<file path="src/design/pcoc_regs.svh">
`ifndef PCOC_REGS_SVH
`define PCOC_REGS_SVH

// Register offsets, word addresses on the plain register port.
`define PCOC_ADDR_RATIO0 4'h0
`define PCOC_ADDR_RATIO1 4'h1
`define PCOC_ADDR_RATIO2 4'h2
`define PCOC_ADDR_RATIO3 4'h3
`define PCOC_ADDR_MODAL 4'h4
`define PCOC_ADDR_GLOBAL 4'h5
`define PCOC_ADDR_STATUS 4'h6
`define PCOC_ADDR_EFF_RATIO 4'h7
`define PCOC_ADDR_EFF_MODE 4'h8

// Modal register: one 5-bit field per set, set n at bits 5n+4..5n.
`define PCOC_MODAL_FIELD_W 5
`define PCOC_MODAL_SHIFT_LSB 0
`define PCOC_MODAL_AUX_LSB 2
`define PCOC_MODAL_AUTO_BIT 4

// Global register fields.
`define PCOC_GLB_SKIP_BIT 0
`define PCOC_GLB_LOCKSTYLE_BIT 1
`define PCOC_GLB_REFDIV_LSB 2
`define PCOC_GLB_UNLOCK_BIT 4
`define PCOC_GLB_FORMAT_BIT 5
`define PCOC_GLB_PINFUNC_LSB 6
`define PCOC_GLB_BW_LSB 9

// Reset values.
`define PCOC_RATIO_RST 32'h0000_1000
`define PCOC_MODAL_RST 20'h00000
`define PCOC_GLOBAL_RST 12'h000

`endif

</file>
<file path="src/design/pcoc_pkg.sv">
package pcoc_pkg;

  typedef enum logic [1:0] {
    AUX_SRC_REF,
    AUX_SRC_CLKIN,
    AUX_SRC_PLL,
    AUX_SRC_LOCK
  } pcoc_aux_src_t;

  typedef enum logic [2:0] {
    PIN_DIS_MAIN,
    PIN_DIS_AUX,
    PIN_DIS_BOTH,
    PIN_SHIFT_EN,
    PIN_RSVD4,
    PIN_AUTO_OVR,
    PIN_RSVD6,
    PIN_FORCE_PLL
  } pcoc_pin_func_t;

endpackage

</file>
<file path="src/design/pcoc_ratio_calc.sv">
`timescale 1ns/10ps
`include "pcoc_regs.svh"

// Applies the optional right shift and reports the fixed-point integer part.
module pcoc_ratio_calc (
  // Inputs
  input wire logic [31:0] ratio_i,
  input wire logic [1:0] shift_sel_i,
  input wire logic shift_en_i,
  input wire logic format_i,
  // Outputs
  output logic [31:0] eff_ratio_o,
  output logic [19:0] int_part_o
);

  wire [2:0] shift_amt;
  wire [31:0] shifted;

  assign shift_amt = {1'b0, shift_sel_i} + 3'h1;
  assign shifted = ratio_i >> shift_amt;
  assign eff_ratio_o = shift_en_i ? shifted : ratio_i;
  // 20.12 keeps the top 20 bits as integer, 12.20 only the top 12.
  assign int_part_o = format_i ? {8'h00, eff_ratio_o[31:20]} : eff_ratio_o[31:12];

endmodule // pcoc_ratio_calc

</file>
<file path="src/design/pcoc_aux_mux.sv">
`timescale 1ns/10ps

// Picks the auxiliary source and shapes the pin when it shows lock state.
module pcoc_aux_mux (
  // Selection
  input wire logic [1:0] src_i,
  input wire logic lock_style_i,
  // Sources
  input wire logic ref_clk_i,
  input wire logic clk_in_i,
  input wire logic pll_clk_i,
  input wire logic locked_i,
  // Pin
  output logic aux_o,
  output logic aux_oe_n_o
);

  wire is_lock;
  wire clk_val;

  assign is_lock = (src_i == pcoc_pkg::AUX_SRC_LOCK);
  assign clk_val = (src_i == pcoc_pkg::AUX_SRC_REF) ? ref_clk_i :
                   (src_i == pcoc_pkg::AUX_SRC_CLKIN) ? clk_in_i : pll_clk_i;
  // Style 0: push-pull, high while unlocked. Style 1: open drain, low or released.
  assign aux_o = !is_lock ? clk_val : (lock_style_i ? 1'b0 : !locked_i);
  assign aux_oe_n_o = is_lock && lock_style_i && locked_i;

endmodule // pcoc_aux_mux

</file>
<file path="src/design/pcoc_core.sv">
// Implementation choices: the plain strobed port and the register addresses.
`timescale 1ns/10ps
`include "pcoc_regs.svh"

module pcoc_core (
  // Clock and reset
  input wire logic CLOCK_I,
  input wire logic RESET_N_I,
  // Register port
  input wire logic [3:0] REG_ADDR_I,
  input wire logic [31:0] REG_WDATA_I,
  input wire logic REG_WR_I,
  input wire logic REG_RD_I,
  output logic [31:0] REG_RDATA_O,
  // Mode pins
  input wire logic [1:0] MODE_SEL_I,
  input wire logic THIRD_MODE_PIN_I,
  // Clock sources and lock state
  input wire logic REF_CLK_I,
  input wire logic CLK_IN_I,
  input wire logic PLL_CLK_I,
  input wire logic PLL_LOCKED_I,
  // Outputs to the synthesizer and pins
  output logic [31:0] EFF_RATIO_O,
  output logic [19:0] RATIO_INT_O,
  output logic RATIO_FORMAT_O,
  output logic AUTO_RATIO_MOD_EN_O,
  output logic SKIP_TOLERANCE_EN_O,
  output logic [2:0] REF_DIVIDE_O,
  output logic [7:0] MIN_LOOP_BW_HZ_O,
  output logic MAIN_CLK_O,
  output logic MAIN_CLK_OE_N_O,
  output logic AUX_O,
  output logic AUX_OE_N_O
);

  logic [31:0] ratio_ff [0:3];
  logic [19:0] modal_ff;
  logic [11:0] global_ff;
  logic [31:0] rdata_ff;
  logic [31:0] eff_ratio_ff;
  logic [19:0] ratio_int_ff;
  logic format_ff;
  logic auto_ff;
  logic skip_ff;
  logic [2:0] ref_div_ff;
  logic [7:0] bw_ff;
  logic main_clk_ff;
  logic main_oe_n_ff;
  logic aux_ff;
  logic aux_oe_n_ff;

  wire [4:0] active_set;
  wire [1:0] ratio_shift_sel;
  wire [1:0] aux_source_sel;
  wire auto_ratio_mod_en;
  wire skip_tolerance_en;
  wire lock_pin_style;
  wire [1:0] ref_divider_sel;
  wire output_during_unlock;
  wire ratio_format_sel;
  wire [2:0] third_pin_function;
  wire [2:0] min_loop_bandwidth;
  wire pin;
  wire shift_en;
  wire auto_en;
  wire [1:0] aux_src;
  wire dis_main;
  wire dis_aux;
  wire unlock_hold;
  wire [31:0] calc_ratio;
  wire [19:0] calc_int;
  wire aux_val;
  wire aux_oe_n;
  wire [2:0] nxt_ref_div;
  wire [7:0] nxt_bw;
  wire [31:0] nxt_rdata;
  wire reg_hit_ratio;

  // Modal set selection by the mode pins.
  assign active_set = modal_ff[{MODE_SEL_I, 2'b00} + {3'b000, MODE_SEL_I} +: 5];
  assign ratio_shift_sel = active_set[`PCOC_MODAL_SHIFT_LSB +: 2];
  assign aux_source_sel = active_set[`PCOC_MODAL_AUX_LSB +: 2];
  assign auto_ratio_mod_en = active_set[`PCOC_MODAL_AUTO_BIT];

  // Global fields come from one register shared by all sets.
  assign skip_tolerance_en = global_ff[`PCOC_GLB_SKIP_BIT];
  assign lock_pin_style = global_ff[`PCOC_GLB_LOCKSTYLE_BIT];
  assign ref_divider_sel = global_ff[`PCOC_GLB_REFDIV_LSB +: 2];
  assign output_during_unlock = global_ff[`PCOC_GLB_UNLOCK_BIT];
  assign ratio_format_sel = global_ff[`PCOC_GLB_FORMAT_BIT];
  assign third_pin_function = global_ff[`PCOC_GLB_PINFUNC_LSB +: 3];
  assign min_loop_bandwidth = global_ff[`PCOC_GLB_BW_LSB +: 3];

  // Third pin decode; reserved codes leave the pin with no effect.
  assign pin = THIRD_MODE_PIN_I;
  assign shift_en = pin && (third_pin_function == pcoc_pkg::PIN_SHIFT_EN);
  assign auto_en = (third_pin_function == pcoc_pkg::PIN_AUTO_OVR) ? pin : auto_ratio_mod_en;
  assign aux_src = (pin && third_pin_function == pcoc_pkg::PIN_FORCE_PLL) ?
                   pcoc_pkg::AUX_SRC_PLL : aux_source_sel;
  assign dis_main = pin && (third_pin_function == pcoc_pkg::PIN_DIS_MAIN ||
                            third_pin_function == pcoc_pkg::PIN_DIS_BOTH);
  assign dis_aux = pin && (third_pin_function == pcoc_pkg::PIN_DIS_AUX ||
                           third_pin_function == pcoc_pkg::PIN_DIS_BOTH);
  assign unlock_hold = !output_during_unlock && !PLL_LOCKED_I;

  // Divider code to divide factor; reserved code gives zero.
  assign nxt_ref_div = (ref_divider_sel == 2'h0) ? 3'h4 :
                       (ref_divider_sel == 2'h1) ? 3'h2 :
                       (ref_divider_sel == 2'h2) ? 3'h1 : 3'h0;
  assign nxt_bw = 8'h01 << min_loop_bandwidth;

  pcoc_ratio_calc u_calc (
    .ratio_i(ratio_ff[MODE_SEL_I]),
    .shift_sel_i(ratio_shift_sel),
    .shift_en_i(shift_en),
    .format_i(ratio_format_sel),
    .eff_ratio_o(calc_ratio),
    .int_part_o(calc_int)
  );

  pcoc_aux_mux u_aux (
    .src_i(aux_src),
    .lock_style_i(lock_pin_style),
    .ref_clk_i(REF_CLK_I),
    .clk_in_i(CLK_IN_I),
    .pll_clk_i(PLL_CLK_I),
    .locked_i(PLL_LOCKED_I),
    .aux_o(aux_val),
    .aux_oe_n_o(aux_oe_n)
  );

  // Read decode.
  assign reg_hit_ratio = (REG_ADDR_I[3:2] == 2'b00);
  assign nxt_rdata = !REG_RD_I ? 32'h0000_0000 :
                     reg_hit_ratio ? ratio_ff[REG_ADDR_I[1:0]] :
                     (REG_ADDR_I == `PCOC_ADDR_MODAL) ? {12'h000, modal_ff} :
                     (REG_ADDR_I == `PCOC_ADDR_GLOBAL) ? {20'h00000, global_ff} :
                     (REG_ADDR_I == `PCOC_ADDR_STATUS) ? {20'h00000, shift_en, auto_en, aux_src,
                                                          dis_main, dis_aux, unlock_hold, PLL_LOCKED_I,
                                                          2'b00, MODE_SEL_I} :
                     (REG_ADDR_I == `PCOC_ADDR_EFF_RATIO) ? eff_ratio_ff :
                     (REG_ADDR_I == `PCOC_ADDR_EFF_MODE) ? {20'h00000, ratio_int_ff[11:0]} :
                     32'h0000_0000;

  // Ratio storage, one word per modal set.
  genvar g;
  generate
    for (g = 0; g < 4; g = g + 1) begin : g_ratio
      always_ff @(posedge CLOCK_I or negedge RESET_N_I) begin
        if (!RESET_N_I) begin
          ratio_ff[g] <= `PCOC_RATIO_RST;
        end else if (REG_WR_I && reg_hit_ratio && REG_ADDR_I[1:0] == 2'(g)) begin
          ratio_ff[g] <= REG_WDATA_I;
        end
      end
    end
  endgenerate

  always_ff @(posedge CLOCK_I or negedge RESET_N_I) begin
    if (!RESET_N_I) begin
      modal_ff <= `PCOC_MODAL_RST;
      global_ff <= `PCOC_GLOBAL_RST;
    end else if (REG_WR_I && REG_ADDR_I == `PCOC_ADDR_MODAL) begin
      modal_ff <= REG_WDATA_I[19:0];
    end else if (REG_WR_I && REG_ADDR_I == `PCOC_ADDR_GLOBAL) begin
      global_ff <= REG_WDATA_I[11:0];
    end
  end

  always_ff @(posedge CLOCK_I or negedge RESET_N_I) begin
    if (!RESET_N_I) begin
      rdata_ff <= 32'h0000_0000;
      eff_ratio_ff <= 32'h0000_0000;
      ratio_int_ff <= 20'h00000;
      format_ff <= 1'b0;
      auto_ff <= 1'b0;
      skip_ff <= 1'b0;
      ref_div_ff <= 3'h0;
      bw_ff <= 8'h00;
    end else begin
      rdata_ff <= nxt_rdata;
      eff_ratio_ff <= calc_ratio;
      ratio_int_ff <= calc_int;
      format_ff <= ratio_format_sel;
      auto_ff <= auto_en;
      skip_ff <= skip_tolerance_en;
      ref_div_ff <= nxt_ref_div;
      bw_ff <= nxt_bw;
    end
  end

  // Pin stage; clock outputs other than a lock-state aux pin held low while unlocked unless configured otherwise.
  always_ff @(posedge CLOCK_I or negedge RESET_N_I) begin
    if (!RESET_N_I) begin
      main_clk_ff <= 1'b0;
      main_oe_n_ff <= 1'b1;
      aux_ff <= 1'b0;
      aux_oe_n_ff <= 1'b1;
    end else begin
      main_clk_ff <= PLL_CLK_I && !unlock_hold;
      main_oe_n_ff <= dis_main;
      aux_ff <= (aux_src == pcoc_pkg::AUX_SRC_LOCK) ? aux_val : (aux_val && !unlock_hold);
      aux_oe_n_ff <= dis_aux || aux_oe_n;
    end
  end

  assign REG_RDATA_O = rdata_ff;
  assign EFF_RATIO_O = eff_ratio_ff;
  assign RATIO_INT_O = ratio_int_ff;
  assign RATIO_FORMAT_O = format_ff;
  assign AUTO_RATIO_MOD_EN_O = auto_ff;
  assign SKIP_TOLERANCE_EN_O = skip_ff;
  assign REF_DIVIDE_O = ref_div_ff;
  assign MIN_LOOP_BW_HZ_O = bw_ff;
  assign MAIN_CLK_O = main_clk_ff;
  assign MAIN_CLK_OE_N_O = main_oe_n_ff;
  assign AUX_O = aux_ff;
  assign AUX_OE_N_O = aux_oe_n_ff;

endmodule // pcoc_core

</file>
<file path="config.mk">
export PLATFORM = sky130hd
export DESIGN_NAME = pcoc_core
export DESIGN_NICKNAME = d
export VERILOG_FILES = /design/src/design/pcoc_pkg.sv /design/src/design/pcoc_ratio_calc.sv /design/src/design/pcoc_aux_mux.sv /design/src/design/pcoc_core.sv
export VERILOG_INCLUDE_DIRS = /design/src /design/src/design
export SDC_FILE = /design/constraint.sdc
export NUM_CORES = 1
export LEC_CHECK = 0
export ABC_AREA = 1
export BUFFER_PORTS_ARGS = -buffer_cell sky130_fd_sc_hd__buf_4
export CORE_ASPECT_RATIO = 1.1
export CORE_UTILIZATION = 30
export CTS_BUF_LIST = sky130_fd_sc_hd__clkbuf_4 sky130_fd_sc_hd__clkbuf_8 sky130_fd_sc_hd__clkbuf_16
export CTS_CLUSTER_DIAMETER = 200
export DETAILED_ROUTE_END_ITERATION = 10
export GPL_TIMING_DRIVEN = 0
export PLACE_DENSITY = 0.58
export REMOVE_ABC_BUFFERS = 1
export SYNTH_ARGS = -nofsm -noshare
export SYNTH_HDL_FRONTEND = slang
export SYNTH_SLANG_ARGS = --single-unit
</file>
<file path="constraint.sdc">
create_clock -name CLOCK_I -period 4.95 [get_ports CLOCK_I]
set_clock_uncertainty 0.2 [all_clocks]
set_input_delay 0.495 -clock CLOCK_I [delete_from_list [all_inputs] [get_ports CLOCK_I]]
set_output_delay 0.495 -clock CLOCK_I [all_outputs]
set_load 0.03 [all_outputs]
</file>
# After elaboration in Yosys (flattened, before gate mapping)
# Cells that the tools add are included.
dict set report word_totals {
  input_bits 47
  ff_bits 262
  elab_cells 98
}
dict set report classes {
  n_lt_le_gt_ge 2
  bitwise_logic 3
  n_eq_ne 17
  shifts 3
  add_sub_neg 2
  reduce_logical 28
  muxes 25
}
# op count
set op_table {}
lappend op_table {{$mux 32} 11}
lappend op_table {{$bmux 32 s2} 2}
lappend op_table {{$shr 32x3->32} 1}
lappend op_table {{$mux 20} 1}
lappend op_table {{$shiftx 20x6->5} 1}
lappend op_table {{$eq 4x3->1 const B} 4}
lappend op_table {{$logic_and 1x1->1} 16}
lappend op_table {{$mux 12} 1}
lappend op_table {{$eq 2x2->1 const B} 4}
lappend op_table {{$logic_not 2->1} 4}
lappend op_table {{$shl 1x3->8 const A} 1}
lappend op_table {{$mux 1} 7}
lappend op_table {{$eq 2x1->1 const B} 3}
lappend op_table {{$eq 3x2->1 const B} 2}
lappend op_table {{$eq 3x3->1 const B} 2}
lappend op_table {{$ge 3x3->1 const B} 2}
lappend op_table {{$not 2->3} 2}
lappend op_table {{$add 4x2->5} 1}
lappend op_table {{$eq 4x4->1 const B} 1}
lappend op_table {{$mux 2} 2}
lappend op_table {{$add 2x1->3 const B} 1}
lappend op_table {{$eq 3x1->1 const B} 1}
lappend op_table {{$logic_not 1->1} 3}
lappend op_table {{$logic_not 3->1} 1}
lappend op_table {{4 further kinds} 6}

# Logic depth before layout (Yosys ltp)
# Gate-level depths: netlist of the first run.
dict set report logic_depth {
  word_depth 9
  ltp_mapped 13
  mapped_depth_nobuf 12
}

# Cells and area by module
# A second synthesis of the first run with hierarchy kept.
dict set report unflattened {
  hier_cells 1530
  hier_area_um2 12627.1
}
# mod cells_per_inst n_inst area_per_inst_um2
set by_module_without_submodules {}
lappend by_module_without_submodules {pcoc_core 1241 1 11270.8}
lappend by_module_without_submodules {pcoc_ratio_calc 275 1 1298.7}
lappend by_module_without_submodules {pcoc_aux_mux 14 1 57.6}

# Least setup slack after synthesis of the first run
# Ideal clock, no wire load.
dict set report synth_path {
  kind {input port to flip-flop}
  start {input port MODE_SEL_I[1]}
  end {register ratio_int_ff[4], in the netlist RATIO_INT_O[4]}
  required_ns 4.633
  setup_time_ns 0.117
  path_buffers 2
  path_slack_ns 3.015
  stages 11
  t_arrival_ns 1.618
  path_cell_list {buf_2 -> inv_2 -> a21oi_1 -> nand2_4 -> nand2_4 -> buf_6 -> nand2_1 -> nand3_1 -> nand3_2 -> nand2_1 -> nand2_1}
}
dict set report synth_via {
  elab_chain_cells 7
}
# item line_no
set synth_rtl {}
lappend synth_rtl {{start: declaration} pcoc_core.sv:16} ;# input wire logic [1:0] MODE_SEL_I,
lappend synth_rtl {{branches (longest 5 deep; another with $add 4x2->5)} -}
lappend synth_rtl {{$mux 32 (*)} pcoc_ratio_calc.sv:21} ;# assign eff_ratio_o = shift_en_i ? shifted : ratio_i;
lappend synth_rtl {{net calc_ratio[16]} pcoc_core.sv:71} ;# wire [31:0] calc_ratio;
lappend synth_rtl {{$mux 20 (*)} pcoc_ratio_calc.sv:23} ;# assign int_part_o = format_i ? {8'h00, eff_ratio_o[31:20]} : eff_ratio_o[31:12];
lappend synth_rtl {{net calc_int[4]} pcoc_core.sv:72} ;# wire [19:0] calc_int;
lappend synth_rtl {{end signal: assignment} pcoc_core.sv:184} ;# ratio_int_ff <= calc_int;
lappend synth_rtl {{end: declaration} pcoc_core.sv:42} ;# logic [19:0] ratio_int_ff;
# Mark *: on every way through the listed nets, which the timed path passes. The select of a mux whose other input is x is not followed.
# A chain may end at the register's enable or synchronous reset.

# Worst setup path after layout of the first run
dict set report layout_path {
  start {input port MODE_SEL_I[0]}
  end {register ratio_int_ff[17], in the netlist RATIO_INT_O[17]}
}
# Same word-level chain as after synthesis.

==> results.py, run 1 <==
metrics = {
    "power": {
        "powerDensity_nw_per_um2": 441,
        "power.share.switching": 0.334,
        "power_frac_seq": 0.427,
        "switchingPower_mw": 2.26,
        "p_int_mw": 4.50,
        "worst_ir_drop_vdd_mv": 0.208,
        "p_comb_frac": 0.227,
        "leakage_nw": 7.40,
        "clkPwrFrac": 0.346,
    },
    "cts": {
        "clock_latency_ns": 0.57,
        "root_buffer": "clkbuf_16",
        "cts_buffers": 29,
        "cts_resized": 0,
        "path_clk_slew_ns": 0.06,
        "cts-htree-levels": 1,
        "cts_buffer_depth": 3,
        "post_cts_buffers": 0,
        "cts_tree": "built",
        "clock_sinks": 262,
    },
    "global_route": {
        "grt_pass1_wl_mm": 67.3,
        "antenna_found_initial": 0,
        "grt_pass1_vias": 11100,
        "track_usage": 0.206,
        "grt_max_degree": 111,
        "gr-total-overflow": 0,
    },
    "timing": {
        "setup_viol": 0,
        "finalHoldViolCount": 0,
        "post-route-period-util": 0.793,
        "timing.final.max_slew_violations": 0,
        "maxSlewHeadroom": 0.00352,
        "setup_tns_ns": 0,
        "max_freq_mhz": 255,
        "worst_slew_pin_slew_ns": 1.49,
        "period_needed_ns": 3.93,
        "rsz0062_at_grt": "false",
        "setup_slack_ns": 1.02,
    },
    "placed_design": {
        "pre_cts_slack_ns": 0.601,
        "dp_hpwl_mm": 29.5,
        "io_buffers": 148,
        "place_area_um2": 14200,
        "gp_congestion": 0.909,
    },
    "synthesis": {
        "syn_area_per_cell_um2": 8.05,
        "yosys.area_share.xor_xnor": 0,
        "synth_edf_count": 0,
        "yosys_register_bits": 262,
        "seq_area_frac_synth": 0.521,
        "yosys.area_share.adder": 0,
        "synth_ff_type": "dfrtp_1",
        "synthMuxAreaShare": 0,
        "ys_warn_count": 0,
        "async_flop_share": 1.00,
        "netlist_area_um2": 12600,
        "ys_types": 39,
        "synthSimpleGateAreaFrac": 0.244,
        "netlist_instances": 1565,
        "synth_top_family_by_area": "simple AND/OR/NAND/NOR gates",
        "synth_compound_area_frac": 0.161,
    },
    "final_layout": {
        "area_delta_synth_final_pct": 21.6,
        "fin_nets": 1710,
        "final_cell_mix": "nand2_1 (448), dfrtp_1 (256), o21ai_0 (206)",
        "final_common_cell": "nand2_1",
        "finish.utilization": 0.371,
        "postLayoutCellArea_um2": 15300,
        "layout-drive-gt1-share": 0.154,
        "diodes": 0,
    },
    "floorplanning": {
        "io_pins": 149,
        "core_region_area_um2": 41400,
        "row_count": 78,
        "die_x_um": 197,
        "dieArea_um2": 42800,
        "die_h_um": 217,
        "initial_core_util": 0.305,
    },
    "setup_path": {
        "reg2reg_depth": 7,
        "crit_type": "input port to flip-flop",
        "crit_arrival_ns": 4.21,
        "worstSetupEndpointType": "flip-flop",
        "r2r_setup_slack_ns": 1.50,
        "cp-start-kind": "input port",
        "worstReg2RegStart": "global_ff[8]$_DFFE_PN0P_",
        "worstPathMaxFanout": 86,
        "required_ns": 5.24,
        "reg2reg_to": "RATIO_INT_O[10]$_DFF_PN0_",
    },
    "route": {
        "num_vias": 11800,
        "wirelength_mm": 44.6,
        "routed_via_density": 5.26,
        "first_pass_iters": 7,
        "drc_errors": 0,
        "drt_first_iter_violations": 1353,
        "ant_nets": 0,
        "wl_per_cell_um": 19.9,
    },
    "hold_path": {
        "min-delay-start": "REG_WDATA_I[31]",
        "hold_path_class": "input port to flip-flop",
        "min_path_cells": 3,
        "whs_endpoint": "ratio_ff[127]$_DFFE_PN0P_",
    },
    "run": {
        "cap_violations": 1,
    },
    "status": {
        "status": "finished with violations",
        "violations": "capacitance limit",
    },
}
-- worst max-delay path by stage --
stage                  start                        end  slack, ns  depth (start not counted)
2_1_floorplan  REG_ADDR_I[2]   ratio_ff[12]$_DFFE_PN1P_       1.71                          5
3_3_place_gp   REG_ADDR_I[2]   ratio_ff[43]$_DFFE_PN0P_      -1.05                          6
3_5_place_dp   MODE_SEL_I[0]  RATIO_INT_O[10]$_DFF_PN0_       0.60                         11
4_1_cts        MODE_SEL_I[0]  RATIO_INT_O[10]$_DFF_PN0_       1.21                         11
5_1_grt        MODE_SEL_I[0]   EFF_RATIO_O[8]$_DFF_PN0_       0.75                         14
6_report       MODE_SEL_I[0]  RATIO_INT_O[17]$_DFF_PN0_       1.02                         14
-- state kept, by name, indices dropped and copies added (netlist names), 3 cells and up --
signal and flops:
ratio_ff 128, EFF_RATIO_O 32, REG_RDATA_O 32, RATIO_INT_O 20, modal_ff 20, global_ff 12, MIN_LOOP_BW_HZ_O 8, REF_DIVIDE_O 3
-- through the flow --
| step | hold slack, ns | power [mW] | instances |
|---|---|---|---|
| after floorplan | -0.000591 | 3.74 | 1469 |
| after detailed placement | 0.202 | 4.43 | 2188 |
| final | 0.0401 | 6.76 | 2244 |
| after global routing | 0.0563 | 7.08 | 2244 |
| after CTS | 0.0297 | 6.78 | 2243 |
| after global placement | 0.201 | 4.38 | 2177 |
-- cells by family after synthesis --
family          Yosys count
flops                   262
compound gates          362
simple gates            719
buf+inv                 222
-- metal layers --
layer | vias up | share of wire | global-route usage | wire, um
met3 | 137 | 0.077 | 0.0267 | 3420
met2 | 595 | 0.46 | 0.324 | 20500
met1 | 5661 | 0.42 | 0.284 | 18900
li1 | 5421 | - | - | -
met5 | - | 0 | 0 | 0
met4 | 0 | 0.040 | 0.0889 | 1800
-- power groups by stage --
stage          logic (mW)  clock network [mW]  registers [mW]
5_1_grt              1.69                2.46            2.93
6_report             1.54                2.34            2.88
4_1_cts              1.53                2.37            2.87
3_3_place_gp         1.48                   0            2.90
2_1_floorplan       0.700                   0            3.04
3_5_place_dp         1.53                   0            2.91
-- final cells by class --
type | count | area, um2
flip-flops and latches | 262 | 6560
well taps | 560 | 701
clock inverters | 10 | 158
repair buffers | 163 | 1420
inverters | 126 | 474
multi-input cells | 1081 | 5140
fillers | 4279 | 26000
clock buffers | 42 | 880
-- synth_stat cells, types with 3 or more instances --
library cell | count | area share
a31oi_1 | 10 | 0.0050
nor3_1 | 19 | 0.0075
inv_1 | 119 | 0.035
nor2_1 | 56 | 0.017
o2111ai_1 | 6 | 0.0042
o21ai_0 | 206 | 0.082
a21oi_1 | 43 | 0.017
inv_2 | 5 | 0.0015
nand3_1 | 161 | 0.064
dfstp_2 | 6 | 0.013
o211ai_1 | 13 | 0.0077
nand2_1 | 453 | 0.13
nand3_2 | 15 | 0.012
clkbuf_1 | 48 | 0.014
nand2_4 | 3 | 0.0027
a221oi_1 | 9 | 0.0063
dfrtp_1 | 256 | 0.51
o22ai_1 | 50 | 0.025
buf_2 | 33 | 0.013
o21ai_1 | 10 | 0.0040
nand2_2 | 7 | 0.0035
buf_6 | 3 | 0.0027
buf_4 | 9 | 0.0054
-- critical path: stages --
cell      delay (ns)
buf_4           0.75
clkinv_2        0.80
buf_12          0.41
nand2_1         0.10
nand3_1         0.08
nand2_1         0.12
nand2_1         0.08
nand2_4         0.28
nand2_4         0.34
nand2_1         0.18
nand3_1         0.08
o21ai_1         0.26
inv_1           0.08
nor2_1          0.09
-- timing repair --
item | in CTS | in global routing
endpoints found under the hold margin | 74 | 0
hold buffers | 3 | 0
setup endpoints to repair | 0 | 0
No activity file was read; power rests on OpenSTA's default activity.
==> inputs of run 2 (changes only) <==
Settings changed: ABC_AREA 1 to 0.
Clock period 4.95 ns to 3.75 ns, I/O delays scaled along.
==> run 2 against run 1 <==
  * The flow now finishes without violations
  * Hold slack improved by 0.026 ns
  * Critical endpoint is now RATIO_INT_O[6]$_DFF_PN0_
  * Area after synthesis about the same
  * Worst setup slack got worse by 0.66 ns
==> results.py, run 2 <==
metrics = {
    "timing": {
        "rsz0062_at_grt": "false",
        "max_freq_mhz": 296,
        "post-route-period-util": 0.902,
        "period_needed_ns": 3.38,
        "setup_viol": 0,
        "maxSlewHeadroom": 0.180,
        "setup_tns_ns": 0,
        "setup_slack_ns": 0.367,
        "timing.hold.ws_ns": 0.0665,
        "worst_slew_pin_slew_ns": 1.23,
        "timing.final.max_slew_violations": 0,
        "finalHoldViolCount": 0,
    },
    "placed_design": {
        "gp_congestion": 0.864,
        "place_area_um2": 14400,
        "pre_cts_slack_ns": -0.0116,
        "dp_hpwl_mm": 24.9,
        "dpl.cell_count": 1550,
        "io_buffers": 148,
    },
    "cts": {
        "root_buffer": "clkbuf_16",
        "cts_buffer_depth": 3,
        "cts_tree": "built",
        "post_cts_buffers": 0,
        "clock_latency_ns": 0.56,
        "cts-htree-levels": 1,
        "cts_buffers": 29,
        "clock_sinks": 262,
        "path_clk_slew_ns": 0.06,
    },
    "final_layout": {
        "final_cell_mix": "dfrtp_1 (256), mux2_2 (175), buf_4 (147)",
        "final_common_cell": "dfrtp_1",
        "fin_nets": 1105,
        "finish.utilization": 0.382,
        "area_delta_synth_final_pct": 25.1,
        "largest_register_ffs": 128,
        "postLayoutCellArea_um2": 15800,
        "layout-drive-gt1-share": 0.465,
        "largest-register": "ratio_ff",
        "fin_cells": 1641,
        "diodes": 0,
    },
    "synthesis": {
        "async_flop_share": 1.00,
        "synth_compound_area_frac": 0.0748,
        "synth_top_area_frac": 0.509,
        "synth_common_cells": "dfrtp_1 (256), mux2_2 (175), mux4_2 (77), clkbuf_1 (46), nand2_1 (40)",
        "ys_warn_count": 0,
        "yosys.area_share.xor_xnor": 0.000695,
        "netlist_area_um2": 12600,
        "seq_area_frac_synth": 0.521,
        "synth_edf_count": 0,
        "synth.most_common_cell": "dfrtp_1",
        "synth_top_area_cell": "dfrtp_1",
        "netlist_instances": 896,
        "ys_types": 51,
        "synth.area.top_cells": "dfrtp_1 (51%), mux2_2 (16%), mux4_2 (14%), a22oi_1 (1.9%), nor2b_1 (1.6%)",
        "synth_top_family_by_area": "multiplexers",
        "synthMuxAreaShare": 0.320,
        "yosys.area_share.adder": 0,
        "syn_area_per_cell_um2": 14.1,
        "synth_ff_type": "dfrtp_1",
        "yosys_register_bits": 262,
        "synthSimpleGateAreaFrac": 0.0544,
    },
    "route": {
        "first_pass_iters": 5,
        "dr.max_layer_used": "met4",
        "wl_met2_mm": 17.5,
        "ant_nets": 0,
        "routed_via_density": 5.22,
        "wl_per_cell_um": 22.5,
        "drt_first_iter_violations": 628,
        "drc_errors": 0,
        "wirelength_mm": 37.0,
        "wl_met1_mm": 15.9,
        "num_vias": 8574,
        "met3WireLength_mm": 2.46,
    },
    "setup_path": {
        "required_ns": 3.99,
        "crit_type": "flip-flop to flip-flop",
        "crit_arrival_ns": 3.62,
        "r2r_setup_slack_ns": 0.37,
        "worstSetupEndpointType": "flip-flop",
        "cp-start-kind": "flip-flop",
        "worstPathMaxFanout": 19,
    },
    "global_route": {
        "grt_pass1_vias": 8893,
        "grt_max_degree": 104,
        "track_usage": 0.175,
        "gr-total-overflow": 0,
        "grt_pass1_wl_mm": 57.0,
        "antenna_found_initial": 0,
    },
    "floorplanning": {
        "die_x_um": 197,
        "core_region_area_um2": 41300,
        "row_count": 78,
        "die_h_um": 217,
        "initial_core_util": 0.305,
        "dieArea_um2": 42800,
        "io_pins": 149,
    },
    "hold_path": {
        "hold_path_class": "input port to flip-flop",
    },
    "power": {
        "worst_ir_drop_vdd_mv": 0.353,
        "finalPower_mw": 9.95,
        "leakage_nw": 6.81,
        "powerDensity_nw_per_um2": 631,
    },
    "status": {
        "status": "complete, no violations",
    },
    "run": {
        "cap_violations": 0,
    },
}
==> run 2: power breakdown <==
group	total (mW)	switching, mW	internal (mW)
Sequential	4.10	0.600	3.50
Combinational	2.94	1.52	1.42
Clock	2.91	1.17	1.74
Total	9.95	3.29	6.66
==> run 2: worst paths after layout <==
check,start,endpoint,cells past startpoint
worst max-delay path,global_ff[8]$_DFFE_PN0P_,RATIO_INT_O[6]$_DFF_PN0_,7
worst min-delay path,REG_ADDR_I[3],REG_RDATA_O[6]$_DFF_PN0_,2
worst max register to register,global_ff[8]$_DFFE_PN0P_,RATIO_INT_O[6]$_DFF_PN0_,7
worst min register to register,global_ff[0]$_DFFE_PN0P_,SKIP_TOLERANCE_EN_O$_DFF_PN0_,0
max in group asynchronous,RESET_N_I,MAIN_CLK_OE_N_O$_DFF_PN1_,3
min in group asynchronous,RESET_N_I,REG_RDATA_O[14]$_DFF_PN0_,2
==> run 2: cells by family (layout without fill, tap and decap cells) <==
logic type,after synthesis,after routing
XOR/XNOR,1,1
AND/OR/NAND/NOR,134,134
multiplexers,279,279
buffers and inverters,85,270
AO/OA/AOI/OAI,135,135
flip-flops,262,262
==> run 2: cell type report <==
class | instances | area (um2)
repair buffers | 201 | 1750
fillers | 3978 | 25500
clock buffers | 44 | 870
well taps | 560 | 701
multi-input cells | 549 | 5700
clock inverters | 10 | 110
flip-flops and latches | 262 | 6560
inverters | 15 | 56.3
==> run 2: timing repair <==
| action | 4_1_cts | 5_1_grt |
|---|---|---|
| endpoints found under the hold margin | 231 | 0 |
| gates resized for setup | 0 | 2 |
| endpoints found under the setup margin | 0 | 12 |
| hold buffers | 37 | 0 |
==> run 2: per-layer routing <==
| layer | vias to the layer above | global-route usage |
|---|---|---|
| met5 | - | 0 |
| met1 | 4484 | 0.237 |
| met2 | 307 | 0.277 |
| met3 | 70 | 0.0372 |
| met4 | 0 | 0.0576 |
| li1 | 3713 | - |
==> run 2: worst max-delay path, stage by stage (launching register included) <==
cell and delay (ns):
dfrtp_1 0.46, nand4b_1 0.85, buf_8 0.45, buf_8 0.17
nor2_2 0.54, a22o_1 0.25, a21oi_2 0.07, a22oi_1 0.24
